$ cat src/rtl/aclc_regs.svh
// Purpose: register offsets, fields and timing counts of the link controller
// Assumes: word-indexed plain register port
// Notes: definitions only
`ifndef ACLC_REGS_SVH
`define ACLC_REGS_SVH

// ******************************
// register offsets
// ******************************
`define ACLC_REG_CTRL 4'h0
`define ACLC_REG_STATUS 4'h1
`define ACLC_REG_INT_STAT 4'h2
`define ACLC_REG_INT_EN 4'h3
`define ACLC_REG_INT_CLR 4'h4
`define ACLC_REG_OUT_DATA 4'h5
`define ACLC_REG_IN_DATA 4'h6

// ******************************
// control fields
// ******************************
`define ACLC_CTRL_SHUTOFF 0
`define ACLC_CTRL_RESET_N 1
`define ACLC_CTRL_CH_LO 2
`define ACLC_CTRL_CH_HI 3
`define ACLC_CTRL_RESET 4'h1

// ******************************
// interrupt fields
// ******************************
`define ACLC_INT_FRAME 0
`define ACLC_INT_WAKE 1
`define ACLC_INT_RX 2
`define ACLC_INT_W 3

// ******************************
// frame geometry
// ******************************
`define ACLC_SLOTS 12
`define ACLC_TAG_BITS 16
`define ACLC_SLOT_BITS 20
`define ACLC_FRAME_BITS 9'h100
`define ACLC_SLOT_W 20

`endif

$ cat src/rtl/aclc_pkg.sv
// Purpose: shared types of the link controller
// Assumes: nothing
// Notes: states are one-hot
package aclc_pkg;
	typedef enum logic [2:0] {
		ACLC_OFF = 3'b001,
		ACLC_WAIT = 3'b010,
		ACLC_RUN = 3'b100
	} aclc_state_t;
	typedef enum logic [1:0] {
		ACLC_CH2 = 2'b00,
		ACLC_CH4 = 2'b01,
		ACLC_CH6 = 2'b10
	} aclc_chan_t;
endpackage

$ cat src/rtl/aclc_link.sv
// Purpose: serial link controller for one or two audio/modem codecs
// Assumes: bit clock from the primary codec, sampled by core_clk
// Notes: 12 slots each way, 256 bit frames, sync on bit 0..15
`include "aclc_regs.svh"
`timescale 1ns/1ps
`default_nettype none

// Notes on behaviour
// - every frame carries twelve slots outbound and twelve slots inbound
// - streams and codec register accesses share the slotted frames in order
// - at most two codecs, each with its own return data line
// - bit clock launches outgoing data and samples incoming data
// - codec raising its return line during shut-off raises a wake event
// - weak keeper pulls enabled only while the shut-off bit is set
// - link on: codec drives bit clock, controller drives serial out
// - in 4 or 6 channel mode hold samples until all requests set
// - controller drives the active-low link reset to the codecs
module aclc_link #(
	parameter int SLOT_W = `ACLC_SLOT_W
) (
	input wire logic core_clk,
	input wire logic srst,
	input wire logic [3:0] reg_addr,
	input wire logic [31:0] reg_wdata,
	input wire logic reg_wr,
	input wire logic reg_rd,
	output logic [31:0] reg_rdata,
	output logic irq,
	input wire logic link_bit_clk,
	output logic link_serial_out,
	output logic link_sync,
	output logic link_reset_n,
	input wire logic link_serial_return_first,
	input wire logic link_serial_return_second,
	input wire logic board_codec_disable_n,
	output logic link_keeper_en
);

	// ******************************
	// pin synchronisers
	// ******************************
	logic [2:0] sync_a;
	logic [2:0] sync_b;
	logic bclk_q;
	logic [1:0] ret_q;
	logic board_q;
	always_ff @(posedge core_clk) begin
		sync_a <= {board_codec_disable_n, link_serial_return_second,
			link_serial_return_first};
		sync_b <= sync_a;
	end
	logic bclk_a;
	logic bclk_b;
	always_ff @(posedge core_clk) begin
		bclk_a <= link_bit_clk;
		bclk_b <= bclk_a;
		bclk_q <= bclk_b;
	end
	assign ret_q = sync_b[1:0];
	assign board_q = sync_b[2];
	// edges of the sampled bit clock; launch on rise, capture on fall
	logic bclk_rise;
	logic bclk_fall;
	assign bclk_rise = bclk_b & ~bclk_q;
	assign bclk_fall = ~bclk_b & bclk_q;

	// ******************************
	// control registers
	// ******************************
	logic [3:0] ctrl;
	logic [SLOT_W-1:0] out_data;
	logic [`ACLC_INT_W-1:0] int_en;
	logic shutoff;
	assign shutoff = ctrl[`ACLC_CTRL_SHUTOFF];
	always_ff @(posedge core_clk) begin
		if (srst) begin
			ctrl <= `ACLC_CTRL_RESET;
			int_en <= '0;
			out_data <= '0;
		end else if (reg_wr) begin
			case (reg_addr)
			`ACLC_REG_CTRL: ctrl <= reg_wdata[3:0];
			`ACLC_REG_INT_EN: int_en <= reg_wdata[`ACLC_INT_W-1:0];
			`ACLC_REG_OUT_DATA: out_data <= reg_wdata[SLOT_W-1:0];
			default: ;
			endcase
		end
	end
	aclc_pkg::aclc_chan_t chan;
	assign chan = aclc_pkg::aclc_chan_t'(
		ctrl[`ACLC_CTRL_CH_HI:`ACLC_CTRL_CH_LO]);

	// ******************************
	// frame state
	// ******************************
	aclc_pkg::aclc_state_t state;
	aclc_pkg::aclc_state_t next_state;
	logic [7:0] bit_cnt;
	logic frame_end;
	assign frame_end = bclk_rise && (bit_cnt == 8'hff);
	always_comb begin
		next_state = state;
		case (state)
		aclc_pkg::ACLC_OFF:
			if (!shutoff && ctrl[`ACLC_CTRL_RESET_N])
				next_state = aclc_pkg::ACLC_WAIT;
		aclc_pkg::ACLC_WAIT:
			if (shutoff)
				next_state = aclc_pkg::ACLC_OFF;
			else if (bclk_rise)
				next_state = aclc_pkg::ACLC_RUN;
		aclc_pkg::ACLC_RUN:
			if (shutoff || !ctrl[`ACLC_CTRL_RESET_N])
				next_state = aclc_pkg::ACLC_OFF;
		default: next_state = aclc_pkg::ACLC_OFF;
		endcase
	end
	always_ff @(posedge core_clk) begin
		if (srst)
			state <= aclc_pkg::ACLC_OFF;
		else
			state <= next_state;
	end
	logic running;
	assign running = (state == aclc_pkg::ACLC_RUN);

	// bit counter within the 256 bit frame
	always_ff @(posedge core_clk) begin
		if (srst || !running)
			bit_cnt <= '0;
		else if (bclk_rise)
			bit_cnt <= bit_cnt + 8'h01;
	end

	// slot index from bit position: tag 16 bits, then 20 bit slots
	function automatic logic [3:0] slot_of(input logic [7:0] b);
		logic [7:0] d;
		d = b - 8'd16;
		if (b < 8'd16)
			slot_of = 4'h0;
		else
			slot_of = 4'(d / 8'd20 + 8'd1);
	endfunction
	function automatic logic [4:0] pos_of(input logic [7:0] b);
		logic [7:0] d;
		d = b - 8'd16;
		if (b < 8'd16)
			pos_of = 5'(b);
		else
			pos_of = 5'(d % 8'd20);
	endfunction

	// ******************************
	// inbound frame capture
	// ******************************
	// return bits lag two bit clocks: codec sees sync on a fall, answers
	// on the next rise, so inbound positions trail the launch counter
	logic [7:0] rx_pos;
	assign rx_pos = bit_cnt - 8'd2;
	logic [15:0] tag_in [2];
	logic [1:0] req_ok;
	logic [SLOT_W-1:0] rx_shift;
	logic [SLOT_W-1:0] rx_word;
	logic rx_evt;
	genvar g;
	generate
		for (g = 0; g < 2; g++) begin : gen_tag
			always_ff @(posedge core_clk) begin
				if (srst || !running)
					tag_in[g] <= '0;
				else if (bclk_fall && slot_of(rx_pos) == 4'h0)
					tag_in[g] <= {tag_in[g][14:0], ret_q[g]};
			end
		end
	endgenerate
	// an absent codec never sets its ready bit, so its slots stay invalid
	logic [1:0] codec_ok;
	assign codec_ok = {tag_in[1][15], tag_in[0][15]};
	// slot requests are the codec ready bits (tag bit 15): both codecs in 4 and 6 channel mode, the first otherwise
	always_comb begin
		case (chan)
		aclc_pkg::ACLC_CH4,
		aclc_pkg::ACLC_CH6:
			req_ok = codec_ok;
		default:
			req_ok = {1'b1, codec_ok[0]};
		endcase
	end
	logic send_ok;
	always_ff @(posedge core_clk) begin
		if (srst || !running)
			send_ok <= 1'b0;
		else if (frame_end)
			send_ok <= &req_ok;
	end
	always_ff @(posedge core_clk) begin
		if (srst || !running) begin
			rx_shift <= '0;
			rx_word <= '0;
			rx_evt <= 1'b0;
		end else begin
			rx_evt <= 1'b0;
			if (bclk_fall && slot_of(rx_pos) == 4'h3 && codec_ok[0]) begin
				rx_shift <= {rx_shift[SLOT_W-2:0], ret_q[0]};
				if (pos_of(rx_pos) == 5'(SLOT_W - 1)) begin
					rx_word <= {rx_shift[SLOT_W-2:0], ret_q[0]};
					rx_evt <= 1'b1;
				end
			end
		end
	end

	// ******************************
	// outbound frame launch
	// ******************************
	logic tx_bit;
	always_comb begin
		tx_bit = 1'b0;
		if (slot_of(bit_cnt) == 4'h0)
			tx_bit = (bit_cnt == 8'h00) ? send_ok : 1'b0;
		else if (slot_of(bit_cnt) >= 4'h3 && send_ok)
			tx_bit = out_data[5'(SLOT_W - 1) - pos_of(bit_cnt)];
	end
	always_ff @(posedge core_clk) begin
		if (srst || !running) begin
			link_serial_out <= 1'b0;
			link_sync <= 1'b0;
		end else if (bclk_rise) begin
			link_serial_out <= tx_bit;
			link_sync <= (bit_cnt < 8'd16);
		end
	end
	always_ff @(posedge core_clk) begin
		if (srst)
			link_reset_n <= 1'b0;
		else
			link_reset_n <= ctrl[`ACLC_CTRL_RESET_N];
	end
	always_ff @(posedge core_clk) begin
		if (srst)
			link_keeper_en <= 1'b1;
		else
			link_keeper_en <= shutoff;
	end

	// ******************************
	// events and interrupt
	// ******************************
	logic wake_evt;
	logic [1:0] ret_d;
	always_ff @(posedge core_clk) begin
		if (srst)
			ret_d <= '0;
		else
			ret_d <= ret_q;
	end
	// a line held low by the keeper never wakes
	assign wake_evt = shutoff && |(ret_q & ~ret_d);
	logic [`ACLC_INT_W-1:0] int_stat;
	logic [`ACLC_INT_W-1:0] int_set;
	logic [`ACLC_INT_W-1:0] int_clr;
	assign int_set = {rx_evt, wake_evt, frame_end && running};
	assign int_clr = (reg_wr && reg_addr == `ACLC_REG_INT_CLR) ?
		reg_wdata[`ACLC_INT_W-1:0] : '0;
	always_ff @(posedge core_clk) begin
		if (srst)
			int_stat <= '0;
		else
			int_stat <= (int_stat & ~int_clr) | int_set; // set wins
	end
	always_ff @(posedge core_clk) begin
		if (srst)
			irq <= 1'b0;
		else
			irq <= |(((int_stat & ~int_clr) | int_set) & int_en);
	end

	// ******************************
	// register read
	// ******************************
	always_ff @(posedge core_clk) begin
		if (srst)
			reg_rdata <= '0;
		else if (reg_rd) begin
			case (reg_addr)
			`ACLC_REG_CTRL: reg_rdata <= {28'h000_0000, ctrl};
			`ACLC_REG_STATUS: reg_rdata <= {24'h00_0000, 1'b0, send_ok,
				board_q, codec_ok, state};
			`ACLC_REG_INT_STAT: reg_rdata <= {29'h000_0000, int_stat};
			`ACLC_REG_INT_EN: reg_rdata <= {29'h000_0000, int_en};
			`ACLC_REG_OUT_DATA: reg_rdata <= 32'(out_data);
			`ACLC_REG_IN_DATA: reg_rdata <= 32'(rx_word);
			default: reg_rdata <= 32'h0000_0000;
			endcase
		end else
			reg_rdata <= 32'h0000_0000;
	end
endmodule
`default_nettype wire

$ cat config.mk
export PLATFORM = sky130hd
export DESIGN_NAME = aclc_link
export DESIGN_NICKNAME = d
export VERILOG_FILES = /design/src/rtl/aclc_pkg.sv /design/src/rtl/aclc_link.sv
export VERILOG_INCLUDE_DIRS = /design/src /design/src/rtl
export SDC_FILE = /design/constraint.sdc
export NUM_CORES = 1
export LEC_CHECK = 0
export BUFFER_PORTS_ARGS = -buffer_cell sky130_fd_sc_hd__buf_2
export CORE_MARGIN = 4
export CORE_UTILIZATION = 55
export DETAILED_ROUTE_END_ITERATION = 10
export GPL_TIMING_DRIVEN = 0
export PLACE_DENSITY = 0.75
export SYNTH_ARGS = -nofsm -noshare
export SYNTH_HDL_FRONTEND = slang
export SYNTH_SLANG_ARGS = --single-unit
export TNS_END_PERCENT = 5
$ cat constraint.sdc
create_clock -name core_clk -period 20 [get_ports core_clk]
set_clock_uncertainty 0.05 [all_clocks]
set_input_delay 1 -clock core_clk [delete_from_list [all_inputs] [get_ports core_clk]]
set_output_delay 1 -clock core_clk [all_outputs]
set_load 0.005 [all_outputs]
Yosys cells after proc, flatten, opt, wreduce, memory -nomap -nowiden
Memories as Yosys holds them, arrays and structs flattened.
Cells that the tools add are included.
{ "op_classes": {"add_sub_neg": 7, "div": 4, "order_cmp": 4, "n_eq_ne": 17, "mux": 31, "bitwise": 14, "n_reduce_logical": 29} }
{ "op_table": {"columns": ["operator", "n"], "rows": [
  ["20-bit case mux with 6 select lines", 1],
  ["16-bit two-way mux", 2],
  ["5-bit two-way mux", 6],
  ["8-bit by 5-bit divider with 8-bit output (second input constant)", 2],
  ["8-bit by 5-bit < comparator with 1-bit output (second input constant)", 2],
  ["8-bit by 5-bit remainder unit with 8-bit output (second input constant)", 2],
  ["4-bit two-way mux", 4],
  ["8-bit by 5-bit subtractor with 8-bit output (second input constant)", 2],
  ["3-bit two-way mux", 5],
  ["4-bit by 2-bit equality test with 1-bit output (second input constant)", 3],
  ["4-bit by 3-bit equality test with 1-bit output (second input constant)", 3],
  ["4-bit zero test", 3],
  ["1-bit two-way mux", 10],
  ["2-bit AND reduction", 5],
  ["1-bit logical AND", 9],
  ["3-bit case mux with 3 select lines", 1],
  ["4-bit by 1-bit adder with 4-bit output (second input constant)", 2],
  ["8-bit by 1-bit adder with 8-bit output (second input constant)", 1],
  ["8-bit equality test (second input constant)", 1],
  ["8-bit zero test", 1],
  ["2-bit OR reduction", 4],
  ["8-bit by 2-bit subtractor with 8-bit output (second input constant)", 1],
  ["3-bit AND", 2],
  ["5-bit by 6-bit < comparator with 1-bit output (second input constant)", 1],
  ["25 further kinds", 33]
]} }
{ "totals": {"ff_bits": 130, "ramBits": 32, "input_bits": 44, "output_inout_bits": 37, "word_cells": 129, "mem_count": 1} }
{ "memory_table": {"columns": ["memory", "words", "width", "read_ports", "rd_ports_with_merged_regs", "write_ports", "line", "rtl"], "rows": [
  ["tag_in", 2, 16, 2, 0, 2, "aclc_link.sv:160", "logic [15:0] tag_in [2];"]
]} }

Depth between registers and ports, before layout
Gate-level depths: netlist of the first run.
{ "depth": {"word_depth": 15, "ltp_mapped": 26, "ltp_nobuf": 21} }

Worst setup path after synthesis of the first run
No wires, ideal clock.
{ "synth_timing": {"path_type": "flip-flop to flip-flop", "startpoint": "register bit_cnt[2]", "endpoint": "memory tag_in[0][0] (enable)", "setup_ns": 0.394, "arrival_ns": 6.194, "required_ns": 19.556, "path_slack_ns": 13.361, "stages_incl_launch_ff": 25, "path_buffers": 4, "period_less_slack_ns": 6.639, "path_cell_list": "dfxtp_1 -> clkbuf_1 -> inv_1 -> ha_1 -> or3b_1 -> buf_2 -> xnor2_1 -> ha_1 -> clkbuf_1 -> inv_1 -> ha_1 -> a41o_1 -> a21oi_1 -> o211a_1 -> or3_4 -> nand2_1 -> a221o_1 -> a32oi_2 -> nand2_1 -> ha_1 -> a2111oi_0 -> a311oi_1 -> a2111o_1 -> buf_6 -> nand3_1"} }
{ "synth_lines": {"columns": ["element", "line", "rtl"], "rows": [
  ["start: declaration", "aclc_link.sv:98", "logic [7:0] bit_cnt;"],
  ["start signal: assignment", "aclc_link.sv:132", "bit_cnt <= bit_cnt + 8'h01;"],
  ["end: declaration", "aclc_link.sv:160", null]
]} }

==> metrics, run 1 <==
CTS H-tree lvls=4; cell count after synthesis=just over 800; worst hold endpoint=sync_b[1]; crit path max-delay cell type=nand3_2; crit path DAT=roughly 7.2 ns; Detailed Place HPWL=12850 um; Crit path top cell by count=ha_1; flop-to-flop setup slack=approximately 13 ns; Crit Path Class=register to register; Final Setup Violations=0; floorplan row count=43; Worst slew margin=0.4254; top_reg_cell synth=dfxtp_1; share of cells above drive strength 1=0.1908; status=finished, final reports clean; vias in the first global route=slightly below 6000; Die Width=126.4 um; LEAKAGE=around 3.4 nW; initial antenna violation count=0; TNS Setup=0 ns; overall routing resource usage=0.2243; Area growth syn-to-layout=14.64%; Post-DP Area=slightly above 0.008 sq mm; sequential fraction of the synthesis area=0.4307; TritonCTS clock tree=done; DRC viols=0; Worst Max-Slew Pin Slew=between 0.8 and 0.9 ns; CP Data Required Time=~20 ns; Via Count=6261; syn_area_per_cell=around 9.4 sq um; post-cts sizing count=0; post-route cell area=0.008846 sq mm; EDFF count, synth=32; vias per cell=approximately 5.7; Tcrit/Tclk final=0.3622; Fin. Hold Viols=0; # Max-Cap Violations=0; Initial Utilization=0.5580; deepest clock path buffer count=2; Skew-Pair Late Insertion Delay=between 0.4 and 0.5 ns; worst hold path class=register to register; count of cell types in the netlist=88; min cycle time layout=around 7.2 ns; Mapped Area=~0.0077 sq mm; Design Power=between 0.0006 and 0.0007 W; GPL Wtd Cong=roughly 0.93; CTS Buf Count=17; Reg clk slew, reported paths=roughly 0.06 ns; I/O Pins=between 80 and 90; Peak VDD IR=0.06064 mV; max-slew violations=0; Setup crit end kind=register; drt wl/cell=~16 um; P per Cell Area=roughly 72 mW/mm^2; CP Max Fanout=32; DRT antenna net count=0; core area=0.01383 sq mm; post-route insts no fill=roughly 1100; unrepaired setup endpoints after global routing=no; worst hold start=sync_a[1]; synth warn=0; Hold Buf Count CTS=0; hold depth=0; WL final=around 18000 um; Max Clk Rate=about 0.14 GHz; fraction of registers with async set/reset=0; worst path cell trace=clkbuf_1 > inv_1 > ha_1 > or3b_1 > buf_2 > xnor2_1 > ha_1 > clkbuf_1 > inv_1 > ha_1 > a41oi_1 > a21oi_1 > o22ai_2 > nor3_1 > xnor2_1 > a2111o_1 > a32oi_2 > nand2_1 > ha_1 > a2111oi_0 > a311oi_1 > a2111o_1 > buf_6 > nand3_2; gr ovfl total=0; startpoint types=register; Antenna Cells=0; placed insts=1065; Detailed Routing Iterations Pass 1=8; die area=about 0.016 sq mm; Reg2Reg Launch Point=bit_cnt[2]; CTS root buf=clkbuf_16; # Post-CTS Setup Buffers=0; Iter 0 DRT Violations=around 570; Worst path max stage delay=~0.57 ns; nets@finish=966; CTS sink count=150; reg-to-reg endpoint=tag_in[0][2]; first-pass GRT wire length=just under 30000 um; FF+latch count, synth=150; R2R cell count=24; Port Buf Inserts=54; Final Util=0.6398; largest net degree at the start of global routing=33; Die Y=between 100 and 150 um
routing by layer:
| layer | GRT usage | vias to the layer above | share of wire |
|---|---|---|---|
| li1 | - | 3078 | - |
| met1 | 0.3204 | 3000 | 0.47 |
| met2 | 0.3453 | 166 | 0.46 |
| met3 | 0.04926 | 17 | 0.052 |
| met4 | 0.06120 | 0 | 0.011 |
| met5 | 0 | - | 0 |
worst max-delay path: cells and delay by family (launching register included):
| kind | cells | cell delay (ns) |
|---|---|---|
| and+or+nand+nor | 4 | 1.13 |
| buffers and inverters | 6 | 1.41 |
| adders and majority gates | 4 | 1.14 |
| xor gates and xnor gates | 2 | 0.38 |
| DFF | 1 | 0.35 |
| AOI/OAI and AO/OA | 8 | 2.41 |
layout by cell type (no fill, tap or decap), types with 19 or more instances in the layout:
cell type,Yosys,layout
a22oi_1,19,19
a21oi_1,37,37
edfxtp_1,32,32
clkbuf_1,40,42
a211oi_2,30,30
buf_2,4,58
mux2i_1,51,51
inv_1,43,43
nand2_1,114,114
dfxtp_1,118,118
nor2_1,75,75
report_power, final:
part,internal [W],switching [W]
clock,0.000181,0.000131
sequential,0.000310,0.00000119
combinational,0.00000668,0.00000997
total,0.000497,0.000142
registers in the layout (all words and copies together) (netlist names), 2 cells and up:
signal,flops
sync_a,3
sync_b,3
int_en,3
ret_d,2
out_data,20
rx_shift,19
reg_rdata,20
tag_in,32
bit_cnt,8
state,3
rx_word,20
int_stat,3
ctrl,4
synth_stat cells, types with 7 or more instances:
library cell / instances / share of area
a211oi_1: 8 / 0.0078
a211oi_2: 30 / 0.049
a21oi_1: 37 / 0.024
a22oi_1: 19 / 0.018
a31oi_1: 8 / 0.0065
buf_4: 13 / 0.013
clkbuf_1: 40 / 0.019
dfxtp_1: 118 / 0.31
edfxtp_1: 32 / 0.12
ha_1: 18 / 0.029
inv_1: 43 / 0.021
mux2i_1: 51 / 0.066
nand2_1: 114 / 0.055
nand2b_1: 7 / 0.0057
nand3_1: 15 / 0.0097
nor2_1: 75 / 0.036
nor3_1: 11 / 0.0071
o211ai_1: 8 / 0.0078
o21ai_0: 15 / 0.0097
o31ai_1: 8 / 0.0078
xnor2_1: 13 / 0.015
xor2_1: 10 / 0.011
kinds of logic (layout without fill, tap and decap cells):
family          after synthesis  in the layout  share of synthesized area
xor+xnor                     23             23                    0.02611
fa+ha+maj                    20             20                    0.03178
other cells                   1             12                  0.0004860
compound gates              185            185                     0.1939
flops                       150            150                     0.4307
mux                          62             62                    0.08951
buf+inv                     110            197                    0.06778
simple gates                268            268                     0.1597
worst max-delay path by stage:
stage                     startpoint             to  slack, ns  cells past startpoint
final                     bit_cnt[2]   tag_in[0][2]      12.76                     24
after global routing      bit_cnt[2]   tag_in[1][6]      12.25                     24
after CTS                 bit_cnt[2]  tag_in[1][11]      12.83                     24
after detailed placement  bit_cnt[2]   tag_in[1][7]      12.86                     24
after global placement    bit_cnt[2]  tag_in[1][10]      12.33                     24
after floorplan           bit_cnt[2]   tag_in[0][0]      13.36                     24
through the flow:
step                      setup WS [ns]  hold WS, ns
final                             12.76       0.2731
after global routing              12.25       0.2819
after CTS                         12.83       0.2763
after detailed placement          12.86       0.2621
after global placement            12.33       0.2600
after floorplan                   13.36       0.2596
cell type report:
cell class | instances | area (sq um)
plain buffers | 66 | 357.8
clock inverters | 12 | 116.4
repair buffers | 55 | 277.8
inverters | 44 | 165.2
flip-flops and latches | 150 | 3323
well taps | 180 | 225.2
fillers | 1094 | 4981
multi-input cells | 570 | 3923
clock buffers | 20 | 457.9
No activity file was read; power rests on OpenSTA's default activity.
==> inputs of run 2 (changes only) <==
- clock period: 20 -> 6.7 ns (I/O delays scaled with it)
==> metrics, run 2 (synthesis results as in run 1) <==
Fin. Hold Viols=0; Crit Path Class=register to register; core area=approximately 0.014 sq mm; TritonCTS clock tree=done; crit path DAT=6.52 ns; max-slew violations=0; post-route insts no fill=1104; # Max-Cap Violations=0; Reg clk slew, reported paths=0.06 ns; min cycle time layout=approximately 6.3 ns; nets@finish=973; deepest clock path buffer count=2; largest net degree at the start of global routing=17; Tcrit/Tclk final=0.9445; commonest non-fill, non-tap cell in the layout=dfxtp_1; Skew-Pair Late Insertion Delay=about 0.42 ns; vias in the first global route=slightly below 6000; DRC viols=0; P per Cell Area=~210 mW/mm^2; startpoint types=register; Iter 0 DRT Violations=596; DRT antenna net count=0; CTS sink count=150; Worst path max stage delay=about 0.56 ns; max reg flops=32; Die Y=~130 um; crit path max-delay cell type=or4_1; placed insts=between 1000 and 1500; unrepaired setup endpoints after global routing=no; Hold WS=between 0.1 and 0.15 ns; register name with the most flops=tag_in; Detailed Place HPWL=approximately 13000 um; initial antenna violation count=0; Die Width=~130 um; floorplan row count=43; Crit path top cell by count=ha_1; share of cells above drive strength 1=0.2045; CTS Buf Count=17; WL final=around 18000 um; drt wl/cell=between 15 and 20 um; first-pass GRT wire length=~30000 um; Peak VDD IR=approximately 0.18 mV; Detailed Routing Iterations Pass 1=5; LEAKAGE=3.488 nW; CP Max Fanout=10; Final Setup Violations=0; status=finished, final reports clean; Initial Utilization=0.5580; CP Data Required Time=just under 7 ns; GPL Wtd Cong=around 0.93; worst hold path class=input port to register; I/O Pins=81; gr ovfl total=0; Max Clk Rate=approximately 0.16 GHz; CTS root buf=clkbuf_16; vias per cell=between 5 and 6; Area growth syn-to-layout=16.28%; Via Count=approximately 6300; most frequent cells in the layout=dfxtp_1 (118), nand2_1 (114), nor2_1 (75); Setup crit end kind=register; Port Buf Inserts=54; CTS H-tree lvls=4; Antenna Cells=0; Worst slew margin=0.4314; die area=about 0.016 sq mm; Worst Max-Slew Pin Slew=0.8451 ns; overall routing resource usage=0.2260
## run 2: cell count changes in the layout (fill, tap and decap cells not counted), sizes merged
| cell | delta |
|---|---|
| buf | +3 |
| dlygate4sd3 | +4 |
| clkbuf | -1 |
| nand3 | +1 |
## run 2: cell type report
cell class                 instances  area (sq um)
tap                              180         225.2
multi-input combinational        571          3986
clock buffer                      20         457.9
clock inverter                    12         116.4
sequential                       150          3323
inverter                          44         165.2
buffer                            65         357.8
timing repair buffer              62         340.3
fill                            1083          4855
## run 2: power by group
group / total, W / internal (W) / switching [W]
combinational: 0.0000513 / 0.0000214 / 0.0000298
clock: 0.000929 / 0.000539 / 0.000390
sequential: 0.000928 / 0.000925 / 0.00000358
total: 0.00191 / 0.00148 / 0.000424
## run 2: critical path: cells and delay by family (launching register included)
kind | cells | cell delay (ns)
xor+xnor | 1 | 0.14
fa+ha+maj | 4 | 1.09
buf+inv | 7 | 1.24
flops | 1 | 0.38
compound gates | 10 | 2.22
simple gates | 3 | 0.98
## run 2: timing repair
| action | 4_1_cts | 5_1_grt |
|---|---|---|
| resized for setup | 3 | 15 |
| pin swaps | 0 | 2 |
| buffers inserted | 0 | 3 |
| cloned | 1 | 0 |
| hold endpoints to repair | 4 | 0 |
| setup endpoints to repair | 32 | 104 |
| hold buffers | 4 | 0 |
## run 2: path summary, 6_finish.rpt
path / startpoint / end / slack, ns / depth (start not counted)
setup / recovery: bit_cnt[1] / tag_in[0][0] / 0.37 / 25
hold / removal: reg_wdata[16] / out_data[16] / 0.10 / 3
setup reg to reg: bit_cnt[1] / tag_in[0][0] / 0.37 / 25
hold reg to reg: sync_a[1] / sync_b[1] / 0.27 / 0
## run 2: per-stage QoR
| stage | cell area, sq um | worst slack, ns | power [W] | TNS [ns] | util |
|---|---|---|---|---|---|
| floorplan | 7757 | 0.06134 | 0.0009759 | 0 | - |
| global placement | 8253 | -0.9658 | 0.0009956 | -30.87 | 0.5969 |
| detailed placement | 8272 | -0.4370 | 0.0009961 | -13.95 | 0.5982 |
| CTS | 8912 | 0.01604 | 0.001915 | 0 | 0.6446 |
| finish | 8972 | 0.3716 | 0.001908 | 0 | 0.6489 |
| global route | 8972 | 0.01712 | 0.001965 | 0 | 0.6489 |
## run 2: per-layer routing
layer	global-route usage	vias to the layer above	routed length, um
met2	0.3493	178	8301
li1	-	3102	-
met1	0.3221	2987	8349
met3	0.04926	14	1044
met4	0.06120	0	178
met5	0	-	0
==> inputs of run 3 (changes only) <==
- BUFFER_PORTS_ARGS: -buffer_cell sky130_fd_sc_hd__buf_2 -> -buffer_cell sky130_fd_sc_hd__buf_4
==> metrics, run 3 (synthesis results as in run 1) <==
Die Width=approximately 130 um; Tcrit/Tclk final=0.9369; Logic pwr share=0.029; CP Max Fanout=10; crit path DAT=6.53 ns; register name with the most flops=tag_in; commonest non-fill, non-tap cell in the layout=dfxtp_1; Final Util=0.6602; Worst slew margin=0.3181; Setup crit end kind=register; max-slew violations=0; Skew-Pair Late Insertion Delay=roughly 0.42 ns; WL final=18530 um; GPL Wtd Cong=roughly 0.92; initial antenna violation count=0; gr ovfl total=0; startpoint types=register; deepest clock path buffer count=2; CTS root buf=clkbuf_16; nets@finish=between 900 and 1000; Int Pwr=~0.0015 W; Peak VDD IR=a little over 0.2 mV; setup ws final=around 0.42 ns; CTS sink count=150; Via Count=6291; core area=0.01383 sq mm; Worst Max-Slew Pin Slew=between 1 and 1.5 ns; share of cells above drive strength 1=0.2037; pre-CTS setup slack=-0.4203 ns; CP Data Required Time=6.96 ns; TritonCTS clock tree=done; Max Clk Rate=0.1593 GHz; LEAKAGE=around 3.5 nW; Iter 0 DRT Violations=between 600 and 700; Detailed Place HPWL=12790 um; Port Buf Inserts=54; drt wl/cell=around 17 um; # Max-Cap Violations=0; flop-to-flop setup slack=0.42 ns; overall routing resource usage=0.2321; largest net degree at the start of global routing=17; vias per cell=~5.7; first-pass GRT wire length=30030 um; Die Y=around 130 um; Flop pwr share=0.472; most frequent cells in the layout=dfxtp_1 (118), nand2_1 (114), nor2_1 (75); Sw Pwr=0.0004624 W; DRT antenna net count=0; DRC viols=0; Crit Path Class=register to register; Reg2Reg Launch Point=bit_cnt[2]; unrepaired setup endpoints after global routing=no; max reg flops=32; Initial Utilization=0.5580; Reg clk slew, reported paths=about 0.070 ns; I/O Pins=just over 80; worst hold path class=input port to register; min cycle time layout=about 6.3 ns; CTS H-tree lvls=4; Fin. Hold Viols=0; TNS Setup=0 ns; vias in the first global route=a little under 6000; Area growth syn-to-layout=18.31%; CTS Buf Count=17; CP startpoint=bit_cnt[2]; Antenna Cells=0; status=finished, final reports clean; P per Cell Area=~220 mW/mm^2; Detailed Routing Iterations Pass 1=7; Net Sw Frac=0.2353; Final Setup Violations=0; die area=about 0.016 sq mm; floorplan row count=43; worst hold start=reg_wdata[17]; clock network power share=0.499
run 3: changes by cell type in the layout (fill, tap and decap cells not counted), sizes merged:
cell and change:
inv +4, nand3 +1, clkinvlp +1, buf -3, clkbuf -1, clkinv -3
run 3: final cells by class:
class	instances	area [sq um]
Fill cell	1105	4698
Multi-Input combinational cell	572	3993
Sequential cell	150	3323
Timing Repair Buffer	59	452.9
Clock buffer	18	450.4
Buffer	66	361.6
Tap cell	180	225.2
Inverter	44	165.2
Clock inverter	14	157.7
run 3: per-stage QoR:
stage          total power [W]  std cells  cell area (sq um)  hold WS, ns
3_3_place_gp          0.001000       1064               8388       0.2600
5_1_grt               0.002016       1103               9129       0.1101
4_1_cts               0.001973       1101               9074      0.09343
2_1_floorplan        0.0009759        830               7757       0.2596
3_5_place_dp          0.001001       1064               8399       0.2632
6_report              0.001965       1103               9129       0.1073
run 3: worst paths after layout:
path                  end  depth (start not counted)
max           rx_shift[0]                         26
min          out_data[17]                          3
max reg2reg   rx_shift[0]                         26
min reg2reg     sync_b[0]                          0
run 3: timing repair:
item | 4_1_cts | 5_1_grt
hold buffers | 4 | 0
setup buffers | 0 | 1
pin swaps | 0 | 2
gates cloned | 1 | 1
hold endpoints to repair | 4 | 0
gates resized for setup | 3 | 13
endpoints found under the setup margin | 52 | 104
run 3: critical path: stages (launching register included):
cell       delay (ns)
dfxtp_1          0.37
clkbuf_2         0.22
inv_2            0.16
ha_1             0.27
or3b_1           0.36
buf_2            0.16
xnor2_1          0.14
ha_1             0.32
clkbuf_2         0.21
inv_1            0.14
ha_1             0.25
a41o_1           0.24
a21oi_1          0.21
o211a_1          0.28
or3_4            0.18
nand2_1          0.07
a221o_1          0.40
a32oi_4          0.31
nand2_1          0.10
ha_1             0.21
a2111oi_0        0.40
a311oi_1         0.14
nor3_2           0.23
nand3_1          0.22
buf_6            0.22
buf_6            0.17
mux2i_1          0.13
run 3: per-layer routing:
metal  share of wire  vias to the layer above  track usage
li1                -                     3087            -
met1            0.47                     3007       0.3263
met2            0.47                      174       0.3714
met3           0.046                       23      0.04505
met4           0.012                        0      0.05615
met5               0                        -            0
run 3: power groups by stage:
stage | sequential, W | combinational (W) | clock, W
2_1_floorplan | 0.000947 | 0.0000293 | 0
3_3_place_gp | 0.000948 | 0.0000525 | 0
3_5_place_dp | 0.000948 | 0.0000529 | 0
4_1_cts | 0.000928 | 0.0000554 | 0.000990
5_1_grt | 0.000928 | 0.0000614 | 0.00103
6_report | 0.000928 | 0.0000566 | 0.000981
